===== src/rtl/hbd_pkg.sv =====
//==============================================================
// What this block does
// - Enable low: sleep, outputs off, banks reset.
// - Enable high: outputs follow command banks again.
// - Status clear acts only after frame ends.
// - Status clear wipes faults of selected group.
// - Persisting fault re-latches after status clear.
// - Enable toggle or power-on clears all faults.
// - Low-side under-load past delay sets open-load.
// - One shared timer; late channels qualify at expiry.
// - Shared timer runs while any under-load persists.
// - Open-load shutdown enable decides output switch-off.
// - Group select steers clear and shutdown enable.
// - Group two readback layout, reserved bits zero.
// - Readback reports active and high-side selection.
// - Thermal shutdown latches with output switch-off.
// - Over-current past delay latches flag, output off.
// - Warning follows comparator; shutdown latches both switches.
// - Thermal flag clears only when cool and cleared.
// - Drive supply undervoltage past delay: supply fail.
// - Logic supply low: silent port, all cleared.
// - Over-voltage lockout in either group, unlatched.
// - Unlatched faults recover to commanded state.
// - Command bit 14 selects channel group.
// - Command bit 15 requests status clear.
// - Command bit 13 enables open-load shutdown.
// - Command bit 0 enables over-voltage lockout.
//==============================================================
package hbd_pkg;

  // Channel counts: group one is channels 1..6, group two 7..10.
  localparam int NCH     = 10;
  localparam int G1_N    = 6;
  localparam int G2_N    = 4;
  localparam int FRAME_N = 16;

  // Command frame fields.
  localparam int CMD_SRR_BIT  = 15;
  localparam int CMD_GSEL_BIT = 14;
  localparam int CMD_OLSD_BIT = 13;
  localparam int CMD_EN_LSB   = 7;
  localparam int CMD_CFG_LSB  = 1;
  localparam int CMD_OVERVOLTAGE_LOCKOUT_ENABLE_BIT = 0;
  localparam logic [15:0] CMD_RESET = 16'h0000;

  // Diagnostic word fields; bit 16 is the pre-frame bit.
  localparam int DG_TSD_BIT = 16;
  localparam int DG_OC_BIT  = 15;
  localparam int DG_PSF_BIT = 14;
  localparam int DG_OL_BIT  = 13;
  localparam int DG_TW_BIT  = 0;

  // Timebase and qualification delays, counted in ticks.
  localparam int CLK_PERIOD_NS = 8;
  localparam int TICK_NS       = 1000;
  localparam int TICK_CYCLES   = (TICK_NS + CLK_PERIOD_NS - 1) / CLK_PERIOD_NS;
  localparam int OL_DELAY_US   = 200;
  localparam int OC_DELAY_US   = 10;
  localparam int UV_DELAY_US   = 20;

  // Summary flags of one channel group.
  typedef struct packed {
    logic thermal_shutdown_flag;
    logic oc;
    logic supply_fail_flag;
    logic ol;
    logic tw;
  } hbd_diag_t;

  // Synchronised comparator levels.
  typedef struct packed {
    logic [NCH-1:0] ul;
    logic [NCH-1:0] oc;
    logic [NCH-1:0] tw;
    logic [NCH-1:0] thermal_shutdown_flag;
    logic           vs_uv;
    logic           vs_ov;
  } hbd_sense_t;

  typedef enum logic {SPI_IDLE, SPI_SHIFT} hbd_spi_st_t;

  // Channels belonging to the group picked by a select bit.
  function automatic logic [NCH-1:0] hbd_group_mask(input logic gsel);
    hbd_group_mask = gsel ? {{G2_N{1'b1}}, {G1_N{1'b0}}} : {{G2_N{1'b0}}, {G1_N{1'b1}}};
  endfunction

endpackage


===== src/rtl/hbd_sync.sv =====
`timescale 1ns/1ps
`default_nettype none
//==============================================================
// Two-flop synchroniser for a bundle of slow levels.
//==============================================================
module hbd_sync #(
  parameter int                W       = 1,
  parameter logic [W-1:0]      RST_VAL = '0
) (
  // Clock and reset.
  input  wire logic         clk_i,
  input  wire logic         rst_i,
  // Levels.
  input  wire logic [W-1:0] d_i,
  output logic      [W-1:0] q_o
);

  logic [W-1:0] meta_reg;  // First stage, read only by the second.

  // Both stages share the reset constant so idle levels hold.
  always_ff @(posedge clk_i or posedge rst_i) begin
    if (rst_i) begin
      meta_reg <= RST_VAL;
      q_o      <= RST_VAL;
    end else begin
      meta_reg <= d_i;
      q_o      <= meta_reg;
    end
  end

endmodule
`default_nettype wire


===== src/rtl/hbd_delay.sv =====
`timescale 1ns/1ps
`default_nettype none
//==============================================================
// Qualification delay: a condition must hold for LIMIT ticks.
//==============================================================
module hbd_delay #(
  parameter int LIMIT = 1
) (
  // Clock and reset.
  input  wire logic clk_i,
  input  wire logic rst_i,
  // Control.
  input  wire logic clr_i,
  input  wire logic tick_i,
  input  wire logic cond_i,
  // Qualified level.
  output logic      hit_o
);

  localparam int CW = $clog2(LIMIT + 1);
  localparam logic [CW-1:0] LIM = CW'(LIMIT);

  logic [CW-1:0] cnt_reg;  // Ticks seen while the condition holds.

  // A zero limit would qualify without any delay at all.
  if (LIMIT < 1) begin : g_bad_limit
    $error("hbd_delay LIMIT must be at least one tick");
  end

  // Any gap in the condition restarts the count from zero.
  always_ff @(posedge clk_i or posedge rst_i) begin
    if (rst_i) begin
      cnt_reg <= '0;
      hit_o   <= 1'b0;
    end else if (clr_i || !cond_i) begin
      cnt_reg <= '0;
      hit_o   <= 1'b0;
    end else begin
      if (tick_i && cnt_reg != LIM) begin
        cnt_reg <= cnt_reg + 1'b1;
      end
      hit_o <= (cnt_reg == LIM);
    end
  end

endmodule
`default_nettype wire


===== src/rtl/hbd_fault_diag.sv =====
`timescale 1ns/1ps
`default_nettype none
//==============================================================
// Half-bridge fault supervision with serial command/diagnostic port.
//==============================================================
module hbd_fault_diag #(
  parameter int OL_DELAY_TICKS = hbd_pkg::OL_DELAY_US,
  parameter int OC_DELAY_TICKS = hbd_pkg::OC_DELAY_US,
  parameter int UV_DELAY_TICKS = hbd_pkg::UV_DELAY_US
) (
  // Clock and reset.
  input  wire logic                     REF_CLK_I,
  input  wire logic                     SYS_RST_I,
  // Serial port pins.
  input  wire logic                     SCLK_I,
  input  wire logic                     CS_N_I,
  input  wire logic                     SERIAL_DATA_IN_I,
  output logic                          SDO_O,
  output logic                          SDO_OE_O,
  // Enable and logic-supply good pins.
  input  wire logic                     ENABLE_I,
  input  wire logic                     VCC_OK_I,
  // Comparator levels per channel, bit 0 is channel 1.
  input  wire logic [hbd_pkg::NCH-1:0]  UNDERLOAD_I,
  input  wire logic [hbd_pkg::NCH-1:0]  OVERCUR_I,
  input  wire logic [hbd_pkg::NCH-1:0]  TEMP_WARN_I,
  input  wire logic [hbd_pkg::NCH-1:0]  TEMP_SD_I,
  input  wire logic                     VS_UV_I,
  input  wire logic                     VS_OV_I,
  // Gate drive per channel.
  output logic [hbd_pkg::NCH-1:0]       HS_ON_O,
  output logic [hbd_pkg::NCH-1:0]       LS_ON_O
);
  import hbd_pkg::*;

  //==============================================================
  // Parameter checks
  //==============================================================
  if (OL_DELAY_TICKS < 1 || OC_DELAY_TICKS < 1 || UV_DELAY_TICKS < 1) begin : g_bad_delay
    $error("hbd_fault_diag delays must be at least one tick");
  end

  //==============================================================
  // Input synchronisation
  //==============================================================
  localparam int SYNC_W = 5 + 2 + 4 * NCH;
  // Chip select idles high so no false frame starts out of reset.
  localparam logic [SYNC_W-1:0] SYNC_RST = {1'b0, 1'b1, {(SYNC_W - 2){1'b0}}};

  logic [SYNC_W-1:0] sync_q;    // Synchronised pin bundle.
  logic              sclk_s;    // Serial clock level.
  logic              cs_n_s;    // Chip select level.
  logic              sdi_s;     // Serial data level.
  logic              en_s;      // Enable level.
  logic              vcc_ok_s;  // Logic supply good level.
  hbd_sense_t        sense;     // Comparator levels.

  hbd_sync #(
    .W       (SYNC_W),
    .RST_VAL (SYNC_RST)
  ) u_sync (
    .clk_i (REF_CLK_I),
    .rst_i (SYS_RST_I),
    .d_i   ({SCLK_I, CS_N_I, SERIAL_DATA_IN_I, ENABLE_I, VCC_OK_I,
             UNDERLOAD_I, OVERCUR_I, TEMP_WARN_I, TEMP_SD_I, VS_UV_I, VS_OV_I}),
    .q_o   (sync_q)
  );

  assign sclk_s   = sync_q[SYNC_W-1];
  assign cs_n_s   = sync_q[SYNC_W-2];
  assign sdi_s    = sync_q[SYNC_W-3];
  assign en_s     = sync_q[SYNC_W-4];
  assign vcc_ok_s = sync_q[SYNC_W-5];
  assign sense    = sync_q[SYNC_W-6:0];

  // Sleep covers both the enable pin and logic-supply lockout.
  logic sleep;
  assign sleep = !en_s || !vcc_ok_s;

  //==============================================================
  // Timebase
  //==============================================================
  localparam int TW_W = $clog2(TICK_CYCLES);
  localparam logic [TW_W-1:0] TICK_LAST = TW_W'(TICK_CYCLES - 1);

  logic [TW_W-1:0] tick_cnt_reg;  // Divider for the delay tick.
  logic            tick_reg;      // One-cycle tick enable.

  // Free-running divider; delays are coarse so phase does not matter.
  always_ff @(posedge REF_CLK_I or posedge SYS_RST_I) begin
    if (SYS_RST_I) begin
      tick_cnt_reg <= '0;
      tick_reg     <= 1'b0;
    end else begin
      tick_reg     <= (tick_cnt_reg == TICK_LAST);
      tick_cnt_reg <= (tick_cnt_reg == TICK_LAST) ? '0 : tick_cnt_reg + 1'b1;
    end
  end

  //==============================================================
  // Serial frame engine
  //==============================================================
  hbd_spi_st_t        st_reg;        // Frame state.
  logic               sclk_d_reg;    // Previous serial clock level.
  logic               cs_n_d_reg;    // Previous chip select level.
  logic [FRAME_N-1:0] shin_reg;      // Received command bits.
  logic [4:0]         bits_reg;      // Bits received, saturating.
  logic [FRAME_N:0]   shout_reg;     // Diagnostic bits, pre-bit on top.
  logic               frame_done;    // Complete frame at deselect.
  logic [FRAME_N:0]   diag_g1;       // Group one readback.
  logic [FRAME_N:0]   diag_g2;       // Group two readback.
  logic               last_gsel_reg; // Group of the last command.

  assign frame_done = (st_reg == SPI_SHIFT) && cs_n_s && !cs_n_d_reg && (bits_reg == 5'h10);

  // Edge tracking reads only the second synchroniser stage.
  always_ff @(posedge REF_CLK_I or posedge SYS_RST_I) begin
    if (SYS_RST_I) begin
      sclk_d_reg <= 1'b0;
      cs_n_d_reg <= 1'b1;
    end else begin
      sclk_d_reg <= sclk_s;
      cs_n_d_reg <= cs_n_s;
    end
  end

  // Bits are taken on rising clock; the answer moves on too.
  always_ff @(posedge REF_CLK_I or posedge SYS_RST_I) begin
    if (SYS_RST_I) begin
      st_reg    <= SPI_IDLE;
      shin_reg  <= '0;
      bits_reg  <= '0;
      shout_reg <= '0;
    end else if (sleep) begin
      st_reg    <= SPI_IDLE;
      shout_reg <= '0;
    end else begin
      case (st_reg)
        SPI_IDLE: begin
          if (!cs_n_s && cs_n_d_reg) begin
            // Snapshot at select: the pre-bit is visible before clock.
            st_reg    <= SPI_SHIFT;
            bits_reg  <= '0;
            shout_reg <= last_gsel_reg ? diag_g2 : diag_g1;
          end
        end
        SPI_SHIFT: begin
          if (cs_n_s) begin
            st_reg <= SPI_IDLE;
          end else if (sclk_s && !sclk_d_reg) begin
            shin_reg  <= {shin_reg[FRAME_N-2:0], sdi_s};
            shout_reg <= {shout_reg[FRAME_N-1:0], 1'b0};
            if (bits_reg != 5'h1f) begin
              bits_reg <= bits_reg + 1'b1;
            end
          end
        end
        default: st_reg <= SPI_IDLE;
      endcase
    end
  end

  // The data pin is driven only inside an active frame.
  always_ff @(posedge REF_CLK_I or posedge SYS_RST_I) begin
    if (SYS_RST_I) begin
      SDO_O    <= 1'b0;
      SDO_OE_O <= 1'b0;
    end else begin
      SDO_O    <= shout_reg[FRAME_N];
      SDO_OE_O <= (st_reg == SPI_SHIFT) && !cs_n_s && !sleep;
    end
  end

  //==============================================================
  // Command banks
  //==============================================================
  logic [15:0]    bank_g1_reg;   // Group one command.
  logic [15:0]    bank_g2_reg;   // Group two command.
  logic [NCH-1:0] clr_mask_reg;  // One-cycle status clear per channel.
  logic [NCH-1:0] cmd_en;        // Commanded active.
  logic [NCH-1:0] cmd_cfg;       // Commanded high side.
  logic [NCH-1:0] olsd_ch;       // Open-load shutdown per channel.
  logic           overvoltage_lockout_enable_en;       // Over-voltage lockout armed.

  // A frame is only acted on once the host deselects, never mid-shift.
  always_ff @(posedge REF_CLK_I or posedge SYS_RST_I) begin
    if (SYS_RST_I) begin
      bank_g1_reg   <= CMD_RESET;
      bank_g2_reg   <= CMD_RESET;
      last_gsel_reg <= 1'b0;
      clr_mask_reg  <= '0;
    end else if (sleep) begin
      bank_g1_reg   <= CMD_RESET;
      bank_g2_reg   <= CMD_RESET;
      last_gsel_reg <= 1'b0;
      clr_mask_reg  <= '0;
    end else begin
      clr_mask_reg <= '0;
      if (frame_done) begin
        last_gsel_reg <= shin_reg[CMD_GSEL_BIT];
        if (shin_reg[CMD_GSEL_BIT]) begin
          bank_g2_reg <= shin_reg;
        end else begin
          bank_g1_reg <= shin_reg;
        end
        if (shin_reg[CMD_SRR_BIT]) begin
          clr_mask_reg <= hbd_group_mask(shin_reg[CMD_GSEL_BIT]);
        end
      end
    end
  end

  assign cmd_en  = {bank_g2_reg[CMD_EN_LSB+:G2_N], bank_g1_reg[CMD_EN_LSB+:G1_N]};
  assign cmd_cfg = {bank_g2_reg[CMD_CFG_LSB+:G2_N], bank_g1_reg[CMD_CFG_LSB+:G1_N]};
  assign olsd_ch = ({NCH{bank_g2_reg[CMD_OLSD_BIT]}} & hbd_group_mask(1'b1))
                 | ({NCH{bank_g1_reg[CMD_OLSD_BIT]}} & hbd_group_mask(1'b0));
  assign overvoltage_lockout_enable_en = bank_g1_reg[CMD_OVERVOLTAGE_LOCKOUT_ENABLE_BIT] | bank_g2_reg[CMD_OVERVOLTAGE_LOCKOUT_ENABLE_BIT];

  //==============================================================
  // Qualification delays
  //==============================================================
  logic [NCH-1:0] oc_hit;  // Over-current held past its delay.
  logic           uv_hit;  // Drive supply low past its delay.

  for (genvar i = 0; i < NCH; i++) begin : g_oc
    hbd_delay #(
      .LIMIT (OC_DELAY_TICKS)
    ) u_oc (
      .clk_i  (REF_CLK_I),
      .rst_i  (SYS_RST_I),
      .clr_i  (sleep),
      .tick_i (tick_reg),
      .cond_i (sense.oc[i]),
      .hit_o  (oc_hit[i])
    );
  end

  hbd_delay #(
    .LIMIT (UV_DELAY_TICKS)
  ) u_uv (
    .clk_i  (REF_CLK_I),
    .rst_i  (SYS_RST_I),
    .clr_i  (sleep),
    .tick_i (tick_reg),
    .cond_i (sense.vs_uv),
    .hit_o  (uv_hit)
  );

  //==============================================================
  // Shared open-load timer
  //==============================================================
  localparam int OW = $clog2(OL_DELAY_TICKS + 1);
  localparam logic [OW-1:0] OL_LIM = OW'(OL_DELAY_TICKS);

  logic [OW-1:0]  ol_cnt_reg;  // Ticks since under-load began.
  logic           ol_expire;   // Timer reached its delay this cycle.
  logic [NCH-1:0] ul_act;      // Under-load on a conducting low side.

  // Only a low side that is actually on can see under-load current.
  assign ul_act    = sense.ul & LS_ON_O;
  assign ol_expire = tick_reg && (ol_cnt_reg == OL_LIM);

  // One timer for all: a late channel inherits the time left, and the
  // timer wraps and keeps going while any under-load persists.
  always_ff @(posedge REF_CLK_I or posedge SYS_RST_I) begin
    if (SYS_RST_I) begin
      ol_cnt_reg <= '0;
    end else if (sleep || ul_act == '0) begin
      ol_cnt_reg <= '0;
    end else if (ol_expire) begin
      ol_cnt_reg <= OW'(1);
    end else if (tick_reg) begin
      ol_cnt_reg <= ol_cnt_reg + 1'b1;
    end
  end

  //==============================================================
  // Latched faults
  //==============================================================
  logic [NCH-1:0] tsd_reg;      // Thermal shutdown latched.
  logic [NCH-1:0] oc_reg;       // Over-current latched.
  logic [NCH-1:0] ol_reg;       // Open-load flag latched.
  logic [NCH-1:0] ol_off_reg;   // Open-load switch-off latched.
  logic [NCH-1:0] tsd_next;     // Next thermal state.
  logic [NCH-1:0] oc_next;      // Next over-current state.
  logic [NCH-1:0] ol_next;      // Next open-load flag.
  logic [NCH-1:0] ol_off_next;  // Next open-load switch-off.
  logic [NCH-1:0] ol_set;       // Open-load qualified now.
  logic           psf_reg;      // Supply fail, unlatched.
  logic           psf_next;     // Next supply fail.

  assign ol_set = ol_expire ? ul_act : '0;

  // Set beats clear so a fault still present re-latches at once;
  // thermal can only clear once the comparator has dropped.
  always_comb begin
    tsd_next    = (tsd_reg & ~clr_mask_reg) | sense.thermal_shutdown_flag;
    oc_next     = (oc_reg & ~clr_mask_reg) | oc_hit;
    ol_next     = (ol_reg & ~clr_mask_reg) | ol_set;
    ol_off_next = (ol_off_reg & ~clr_mask_reg) | (ol_set & olsd_ch);
    psf_next    = uv_hit || (sense.vs_ov && overvoltage_lockout_enable_en);
  end

  // Sleep wipes every latch, so an enable toggle acts as a full clear.
  always_ff @(posedge REF_CLK_I or posedge SYS_RST_I) begin
    if (SYS_RST_I) begin
      tsd_reg    <= '0;
      oc_reg     <= '0;
      ol_reg     <= '0;
      ol_off_reg <= '0;
      psf_reg    <= 1'b0;
    end else if (sleep) begin
      tsd_reg    <= '0;
      oc_reg     <= '0;
      ol_reg     <= '0;
      ol_off_reg <= '0;
      psf_reg    <= 1'b0;
    end else begin
      tsd_reg    <= tsd_next;
      oc_reg     <= oc_next;
      ol_reg     <= ol_next;
      ol_off_reg <= ol_off_next;
      psf_reg    <= psf_next;
    end
  end

  //==============================================================
  // Output stages
  //==============================================================
  logic [NCH-1:0] drive_on;  // Channel may conduct this cycle.

  // Faults gate from their next values so the switch-off lands on the
  // same edge as the flag; supply fail holds no memory of its own.
  assign drive_on = cmd_en & ~tsd_next & ~oc_next & ~ol_off_next
                  & {NCH{!psf_next && !sleep}};

  always_ff @(posedge REF_CLK_I or posedge SYS_RST_I) begin
    if (SYS_RST_I) begin
      HS_ON_O <= '0;
      LS_ON_O <= '0;
    end else begin
      HS_ON_O <= drive_on & cmd_cfg;
      LS_ON_O <= drive_on & ~cmd_cfg;
    end
  end

  //==============================================================
  // Diagnostic readback
  //==============================================================
  hbd_diag_t      sum_g1;  // Group one summary.
  hbd_diag_t      sum_g2;  // Group two summary.
  logic [NCH-1:0] active;  // Half-bridge currently driven.

  assign active = HS_ON_O | LS_ON_O;

  // Build the two readback words; reserved bits stay zero.
  always_comb begin
    sum_g1.thermal_shutdown_flag = |tsd_reg[G1_N-1:0];
    sum_g1.oc  = |oc_reg[G1_N-1:0];
    sum_g1.supply_fail_flag = psf_reg;
    sum_g1.ol  = |ol_reg[G1_N-1:0];
    sum_g1.tw  = |sense.tw[G1_N-1:0];
    sum_g2.thermal_shutdown_flag = |tsd_reg[NCH-1:G1_N];
    sum_g2.oc  = |oc_reg[NCH-1:G1_N];
    sum_g2.supply_fail_flag = psf_reg;
    sum_g2.ol  = |ol_reg[NCH-1:G1_N];
    sum_g2.tw  = |sense.tw[NCH-1:G1_N];
    diag_g1 = '0;
    diag_g1[DG_TSD_BIT] = sum_g1.thermal_shutdown_flag;
    diag_g1[DG_OC_BIT]  = sum_g1.oc;
    diag_g1[DG_PSF_BIT] = sum_g1.supply_fail_flag;
    diag_g1[DG_OL_BIT]  = sum_g1.ol;
    diag_g1[CMD_EN_LSB+:G1_N]  = active[G1_N-1:0];
    diag_g1[CMD_CFG_LSB+:G1_N] = cmd_cfg[G1_N-1:0];
    diag_g1[DG_TW_BIT]  = sum_g1.tw;
    diag_g2 = '0;
    diag_g2[DG_TSD_BIT] = sum_g2.thermal_shutdown_flag;
    diag_g2[DG_OC_BIT]  = sum_g2.oc;
    diag_g2[DG_PSF_BIT] = sum_g2.supply_fail_flag;
    diag_g2[DG_OL_BIT]  = sum_g2.ol;
    diag_g2[CMD_EN_LSB+:G2_N]  = active[NCH-1:G1_N];
    diag_g2[CMD_CFG_LSB+:G2_N] = cmd_cfg[NCH-1:G1_N];
    diag_g2[DG_TW_BIT]  = sum_g2.tw;
  end

endmodule
`default_nettype wire


===== config.mk =====
export PLATFORM = sky130hd
export DESIGN_NAME = hbd_fault_diag
export DESIGN_NICKNAME = d
export VERILOG_FILES = /design/src/rtl/hbd_pkg.sv /design/src/rtl/hbd_sync.sv /design/src/rtl/hbd_delay.sv /design/src/rtl/hbd_fault_diag.sv
export SDC_FILE = /design/constraint.sdc
export NUM_CORES = 1
export LEC_CHECK = 0
export ABC_AREA = 1
export BUFFER_PORTS_ARGS = -buffer_cell sky130_fd_sc_hd__buf_4
export CAP_MARGIN = 20
export CORE_ASPECT_RATIO = 0.9
export CORE_MARGIN = 3
export CORE_UTILIZATION = 55
export CTS_CLUSTER_DIAMETER = 30
export DETAILED_ROUTE_END_ITERATION = 10
export GPL_TIMING_DRIVEN = 0
export PLACE_DENSITY = 0.73
export REMOVE_ABC_BUFFERS = 1
export SLEW_MARGIN = 20
export SYNTH_ARGS = -nofsm -noshare
export SYNTH_HDL_FRONTEND = slang
export SYNTH_SLANG_ARGS = --single-unit

===== constraint.sdc =====
create_clock -name REF_CLK_I -period 12.9 [get_ports REF_CLK_I]
set_input_delay 2.58 -clock REF_CLK_I [delete_from_list [all_inputs] [get_ports REF_CLK_I]]
set_output_delay 2.58 -clock REF_CLK_I [all_outputs]
set_load 0.02 [all_outputs]

* Word level (Yosys, flattened, before mapping) *
Index checks and enable logic that the tools add are counted.

word-level totals
  register bits = 309
  output and inout port bits = 22

cells by class
  add/sub/neg operators = 14
  eq/ne operators = 34
  mux-type cells = 70
  bitwise operators = 27
  reduce and logical (&&, ||, !) cells = 81

operators with widths
  cell                                          number
  bitwise AND 10 bit                            12
  two-way mux 10 bit                            9
  two-way mux 17 bit                            5
  two-way mux 14 bit                            6
  two-way mux 4 bit                             20
  inverter 10 bit                               5
  bitwise OR 10 bit                             5
  adder 4 x 1 -> 4 bit, second input constant   10
  equality test 4 bit, second input constant    10
  inequality test 4 bit, second input constant  10
  one-hot mux 17 bit (2 select lines)           1
  two-way mux 5 bit                             6
  nonzero test 2 bit                            13
  two-way mux 8 bit                             3
  OR reduction 6 bit                            4
  logical AND 1 bit                             21
  zero test 1 bit                               18
  two-way mux 1 bit                             17
  OR reduction 4 bit                            4
  logical OR 1 bit                              14
  adder 5 x 1 -> 5 bit, second input constant   2
  equality test 5 bit, second input constant    2
  zero test 10 bit                              1
  inequality test 5 bit, second input constant  2
  19 further kinds                              26

* Logic depth before layout (Yosys ltp) *
  word-level depth = 9
  mapped depth = 10

* Modules after synthesis *
From an unflattened synthesis, not the netlist that was laid out.

unflattened totals
  cells, all modules = 1260
  area, all modules = 12095.4 um2

by module, submodules not included
  module                         instances  cells each  area an instance (um2)  seq. area each (um2)
  hbd_fault_diag                 1          795         6632.6                  3679.8
  hbd_delay at g_oc[0].u_oc ...  10         32          270.3                   125.1
  hbd_sync                       1          95          2358.5                  2354.8
  hbd_delay at u_uv              1          50          401.6                   150.1

* Worst setup path after synthesis *
No wires, ideal clock.

  path kind = register to output
  start point = register LS_ON_O[6] in the netlist's numbering
  end point = output LS_ON_O[6] in the netlist's numbering
  arrival time = 0.438 ns
  data required time = 10.320 ns
  path slack = 9.882 ns
  cell stages (with the launch flop) = 1
  path buffers = 0
  cell sequence = dfrtp_1

RTL lines
  element                 RTL line               RTL
  start, declared         hbd_fault_diag.sv:32   output logic [hbd_pkg::NCH-1:0] LS_ON_O
  start signal, assigned  hbd_fault_diag.sv:343  LS_ON_O <= drive_on & ~cmd_cfg;

No word-level cell between the ends.

* Worst setup path after layout *
  start point = register LS_ON_O[8] in the netlist's numbering
  end point = output LS_ON_O[8] in the netlist's numbering

No word-level cell between the ends.

==> results <==
- The flow ran to the end, and the final reports show no timing, DRC or antenna violations.
- Across all register-to-register paths, the minimum setup slack is between 10 and 15 ns.
- Internal power comes to between 1500 and 2000 uW.
- The number of port buffers is 70.
- Timing would allow up to around 0.27 GHz.
- The number of buffers created by CTS is 49.
- The final hold slack is approximately 0.34 ns.
- The area growth from synthesis to layout is 21.41%.
- The data arrival at the endpoint of the critical path is roughly 1.1 ns.
- The starting density of the core is 0.5690.
- The count of instances resized after the clock tree is built is 0.
- The number of violations reported at the end of detailed-routing iteration 0 is ~700.
- The synthesized netlist cell count is approximately 1200.
- The maximum clock path buffer count is 3.
- Of the total power, the clock network draws 0.568.
- The critical path is of the reg2out type.
- The routed length per placed instance is about 15 um.
- The DRC violations left is 0.
- The finished layout cell area is about 15000 um2.
- The transition time of the tightest slew-check pin is between 1 and 1.5 ns.
- The first-pass GRT wire length is 41520 um.
- The average instance area after synthesis is approximately 10 um2.
- The area of the die is around 24000 um2.
- Setup violations remaining at the end of the flow were counted as 0.
- Across the run, the number of max-cap violations was 0.
- The share of cells above drive strength 1 is 0.1654.
- The power spent charging and discharging nets is roughly 500 uW.
- The top flip-flop cell by instance count after synthesis is sky130_fd_sc_hd__dfrtp_1.
- Once the clock tree was built, the setup fixing pass inserted 0 buffers.
- STA classifies the critical path startpoint as a flip-flop.
- The synthesized design contains 0 enable-type register cells.
- The depth of the worst register-to-register path is 5.
- The share of total power dissipated in sequential elements is 0.403.
- Across all layers, the routed design uses between 8000 and 9000 vias.
- In the finished design, the share of the clock period the worst path needs comes to 0.2885.
- The site row count is 50.
- The height of the die is ~150 um.
- After detailed placement, the total cell area comes to 12790 um2.
- The largest driver fanout on the critical path is 3.
- The overall routed net length is 24700 um.
- The clock net in this run drives a total of 297 sinks.
- At the later pin of the worst-skew pair, clock insertion delay measures ~0.54 ns.
- In this design, the stage delay of the slowest critical-path cell is between 0.4 and 0.5 ns.
- The clock root buffer is sky130_fd_sc_hd__clkbuf_16.
- The first-pass detailed-route iteration total is 5.
- The clock tree from TritonCTS is done.
- In this run the static leakage power is 0.006832 uW.
- The launching element of the worst setup path is LS_ON_O[8].
- The floorplan step defined a core boundary enclosing 21080 um2.
- The worst slew margin relative to its limit is 0.2793.
- The clock period could shrink to ~3.7 ns.
- The max-slew violation total from the final report was 0.
- The initial antenna violation count is 0.
- The final RePlAce weighted congestion is 0.8366.
- In this run the number of H-tree levels came out at 2.
- The startpoint identified for the worst register-to-register timing path is st_reg.
- The finished layout holds approximately 1600 standard cells, fillers aside.
- The hold violation total from the final report was 0.
- Clock-pin slew was measured on the worst setup and hold paths at about 0.050 ns.
- Summed over all nets, the half-perimeter wirelength after detailed placement is between 15000 and 20000 um.
- Of all flip-flops after synthesis, the portion carrying an async set or reset was 1.000.
- The repair_antennas step left the layout with diodes totalling 0.
- Buffers inserted to repair hold after CTS numbered 0.
- Of the total power, the share spent switching nets is 0.2104.
- Setup repair after global routing left no endpoint under its margin.
- Including well taps, the total number of placed cells is 1531.
- The detail route stage leaves a number of antenna-violating nets equal to 0.
- Of the synthesized area, sequential elements account for 0.6199.
- The die width is 161.7 um.
- Pin placement for this block handled between 70 and 80 I/O pins.
- The maximum vdd ir drop is around 0.15 mV.
- The maximum number of pins on one net before global-route repair is ~110.
- The number of warnings printed during yosys synthesis is 0.
- The mapped netlist covers ~12000 um2.
- The distinct cell type count after synthesis is 43.
- The worst flop-to-flop path endpoint is shin_reg[0].
- In this run, synthesis produced a sequential element count of between 200 and 300.
- The worst hold endpoint is u_sync.q_o[6].
- The clock arrives with between 0.01 and 0.015 ns of skew.
- The core occupancy in the finished layout is 0.6908.
- The via count of the first global-routing pass is between 8000 and 9000.
- The startpoint identified for the worst hold timing path is u_sync.meta_reg[6].
- The worst hold path was traced through 0 stages.
- The buffers plus inverters on the worst setup path is 1.
- Across every metal layer, demand over resource in global routing totals 0.2169.
- The critical path goes through buf_4.
- On the critical path the largest part of the delay comes from flip-flops.
- Data on the critical path is required at its endpoint by roughly 10 ns.
- The total negative slack for setup checks is 0 ns.
- Global routing finished with a remaining overflow of 0.
- The min-delay analysis places its worst path in the category reg2reg.
- The slowest stage of the critical path is the sky130_fd_sc_hd__dfrtp_1 cell.
- Using the TritonRoute via totals, the vias-per-cell ratio works out to ~5.2.
- The worst setup path is captured at a primary output.
- The number of nets in the final layout is 1374.
- In this run the power density over the cells is 164.6 nW/um2.
- Of the total power, combinational logic draws 0.028.
-- layer usage --
metal  part of all wire  GRT usage  vias to the layer above  wire (um)
li1                   -          -                     4101          -
met1               0.44     0.2977                     4010      10880
met2               0.48     0.3468                      202      11740
met3              0.057    0.04454                       54       1412
met4              0.027    0.07932                        0        678
met5                  0          0                        -          0
-- worst max-delay path by stage --
stage                     depth (start not counted)        endpoint
after floorplan                                   1      HS_ON_O[0]
after global placement                            2  u_sync.q_o[32]
after detailed placement                          4  u_sync.q_o[32]
after CTS                                         1      LS_ON_O[8]
after global routing                              4           SDO_O
final                                             1      LS_ON_O[8]
-- logic make-up after synthesis --
| group | after synthesis | synth area share |
|---|---|---|
| flip-flops | 297 | 0.6199 |
| buffers and inverters | 168 | 0.05977 |
| AND/OR/NAND/NOR | 509 | 0.1913 |
| adder cells (fa/ha/maj) | 29 | 0.03025 |
| AO/OA/AOI/OAI | 186 | 0.09137 |
| XOR/XNOR | 9 | 0.006572 |
| multiplexers | 1 | 0.0008345 |
-- stage by stage --
stage	setup slack [ns]	total power, uW
floorplan	2.121	1017
global placement	-0.8988	1046
detailed placement	8.756	1050
CTS	9.172	2418
global route	9.103	2475
finish	9.179	2397
-- power groups by stage --
stage	Combinational (uW)	Sequential (uW)	Clock, uW
2_1_floorplan	39.6	978	0
3_3_place_gp	64.9	981	0
3_5_place_dp	69.0	981	0
4_1_cts	70.0	966	1380
5_1_grt	77.6	967	1430
6_report	68.1	966	1360
-- synthesized netlist by cell type, types with 2 or more instances --
library cell	n	area share
sky130_fd_sc_hd__a21oi_1	45	0.019
sky130_fd_sc_hd__buf_4	3	0.0019
sky130_fd_sc_hd__o21a_1	7	0.0044
sky130_fd_sc_hd__nor2_1	113	0.035
sky130_fd_sc_hd__nand3_1	56	0.023
sky130_fd_sc_hd__buf_6	5	0.0047
sky130_fd_sc_hd__a21o_1	4	0.0025
sky130_fd_sc_hd__o21ai_0	65	0.027
sky130_fd_sc_hd__nor3_1	42	0.018
sky130_fd_sc_hd__dfrtp_1	294	0.61
sky130_fd_sc_hd__o31ai_1	8	0.0050
sky130_fd_sc_hd__nand2_1	234	0.073
sky130_fd_sc_hd__nand2_2	9	0.0047
sky130_fd_sc_hd__o21bai_1	8	0.0050
sky130_fd_sc_hd__nor3b_1	2	0.0013
sky130_fd_sc_hd__or2_2	3	0.0016
sky130_fd_sc_hd__xor2_1	9	0.0066
sky130_fd_sc_hd__o22ai_1	7	0.0037
sky130_fd_sc_hd__o211ai_1	2	0.0013
sky130_fd_sc_hd__nand4_1	24	0.013
sky130_fd_sc_hd__nand3b_1	4	0.0025
sky130_fd_sc_hd__nand2_4	2	0.0019
sky130_fd_sc_hd__buf_2	15	0.0063
sky130_fd_sc_hd__a21oi_2	11	0.0080
sky130_fd_sc_hd__a22oi_1	4	0.0025
sky130_fd_sc_hd__o21ai_1	21	0.0088
sky130_fd_sc_hd__inv_2	9	0.0028
sky130_fd_sc_hd__dfstp_2	3	0.0066
sky130_fd_sc_hd__inv_1	131	0.041
sky130_fd_sc_hd__clkbuf_1	3	0.00094
sky130_fd_sc_hd__nor2_2	3	0.0016
sky130_fd_sc_hd__nor2_4	14	0.013
sky130_fd_sc_hd__ha_1	29	0.030
-- area by class of cell --
| cell class | count | area (um2) |
|---|---|---|
| flip-flops and latches | 297 | 7436 |
| fillers | 1582 | 6519 |
| multi-input cells | 734 | 3850 |
| clock buffers | 66 | 1423 |
| repair buffers | 73 | 608.1 |
| inverters | 141 | 539.3 |
| well taps | 286 | 357.8 |
| clock inverters | 25 | 350.3 |
-- cell usage in the layout (no fill, tap or decap), drive strengths merged --
cell / Yosys / final
dfrtp: 294 / 294
nand2: 245 / 245
inv: 141 / 145
nor2: 130 / 130
o21ai: 87 / 87
buf: 24 / 73
clkbuf: 3 / 66
a21oi: 57 / 57
nand3: 56 / 56
nor3: 44 / 44
ha: 29 / 29
nand4: 24 / 24
xor2: 9 / 9
clkinv: 0 / 9
o21bai: 8 / 8
o31ai: 8 / 8
o21a: 7 / 7
o22ai: 7 / 7
bufinv: 0 / 7
clkinvlp: 0 / 5
a21o: 4 / 4
nand3b: 4 / 4
a22oi: 4 / 4
or2: 3 / 3
dfstp: 3 / 3
nor3b: 2 / 2
o211ai: 2 / 2
a31oi: 2 / 2
nor4: 1 / 1
mux2i: 1 / 1
No activity file was read; power rests on OpenSTA's default activity.
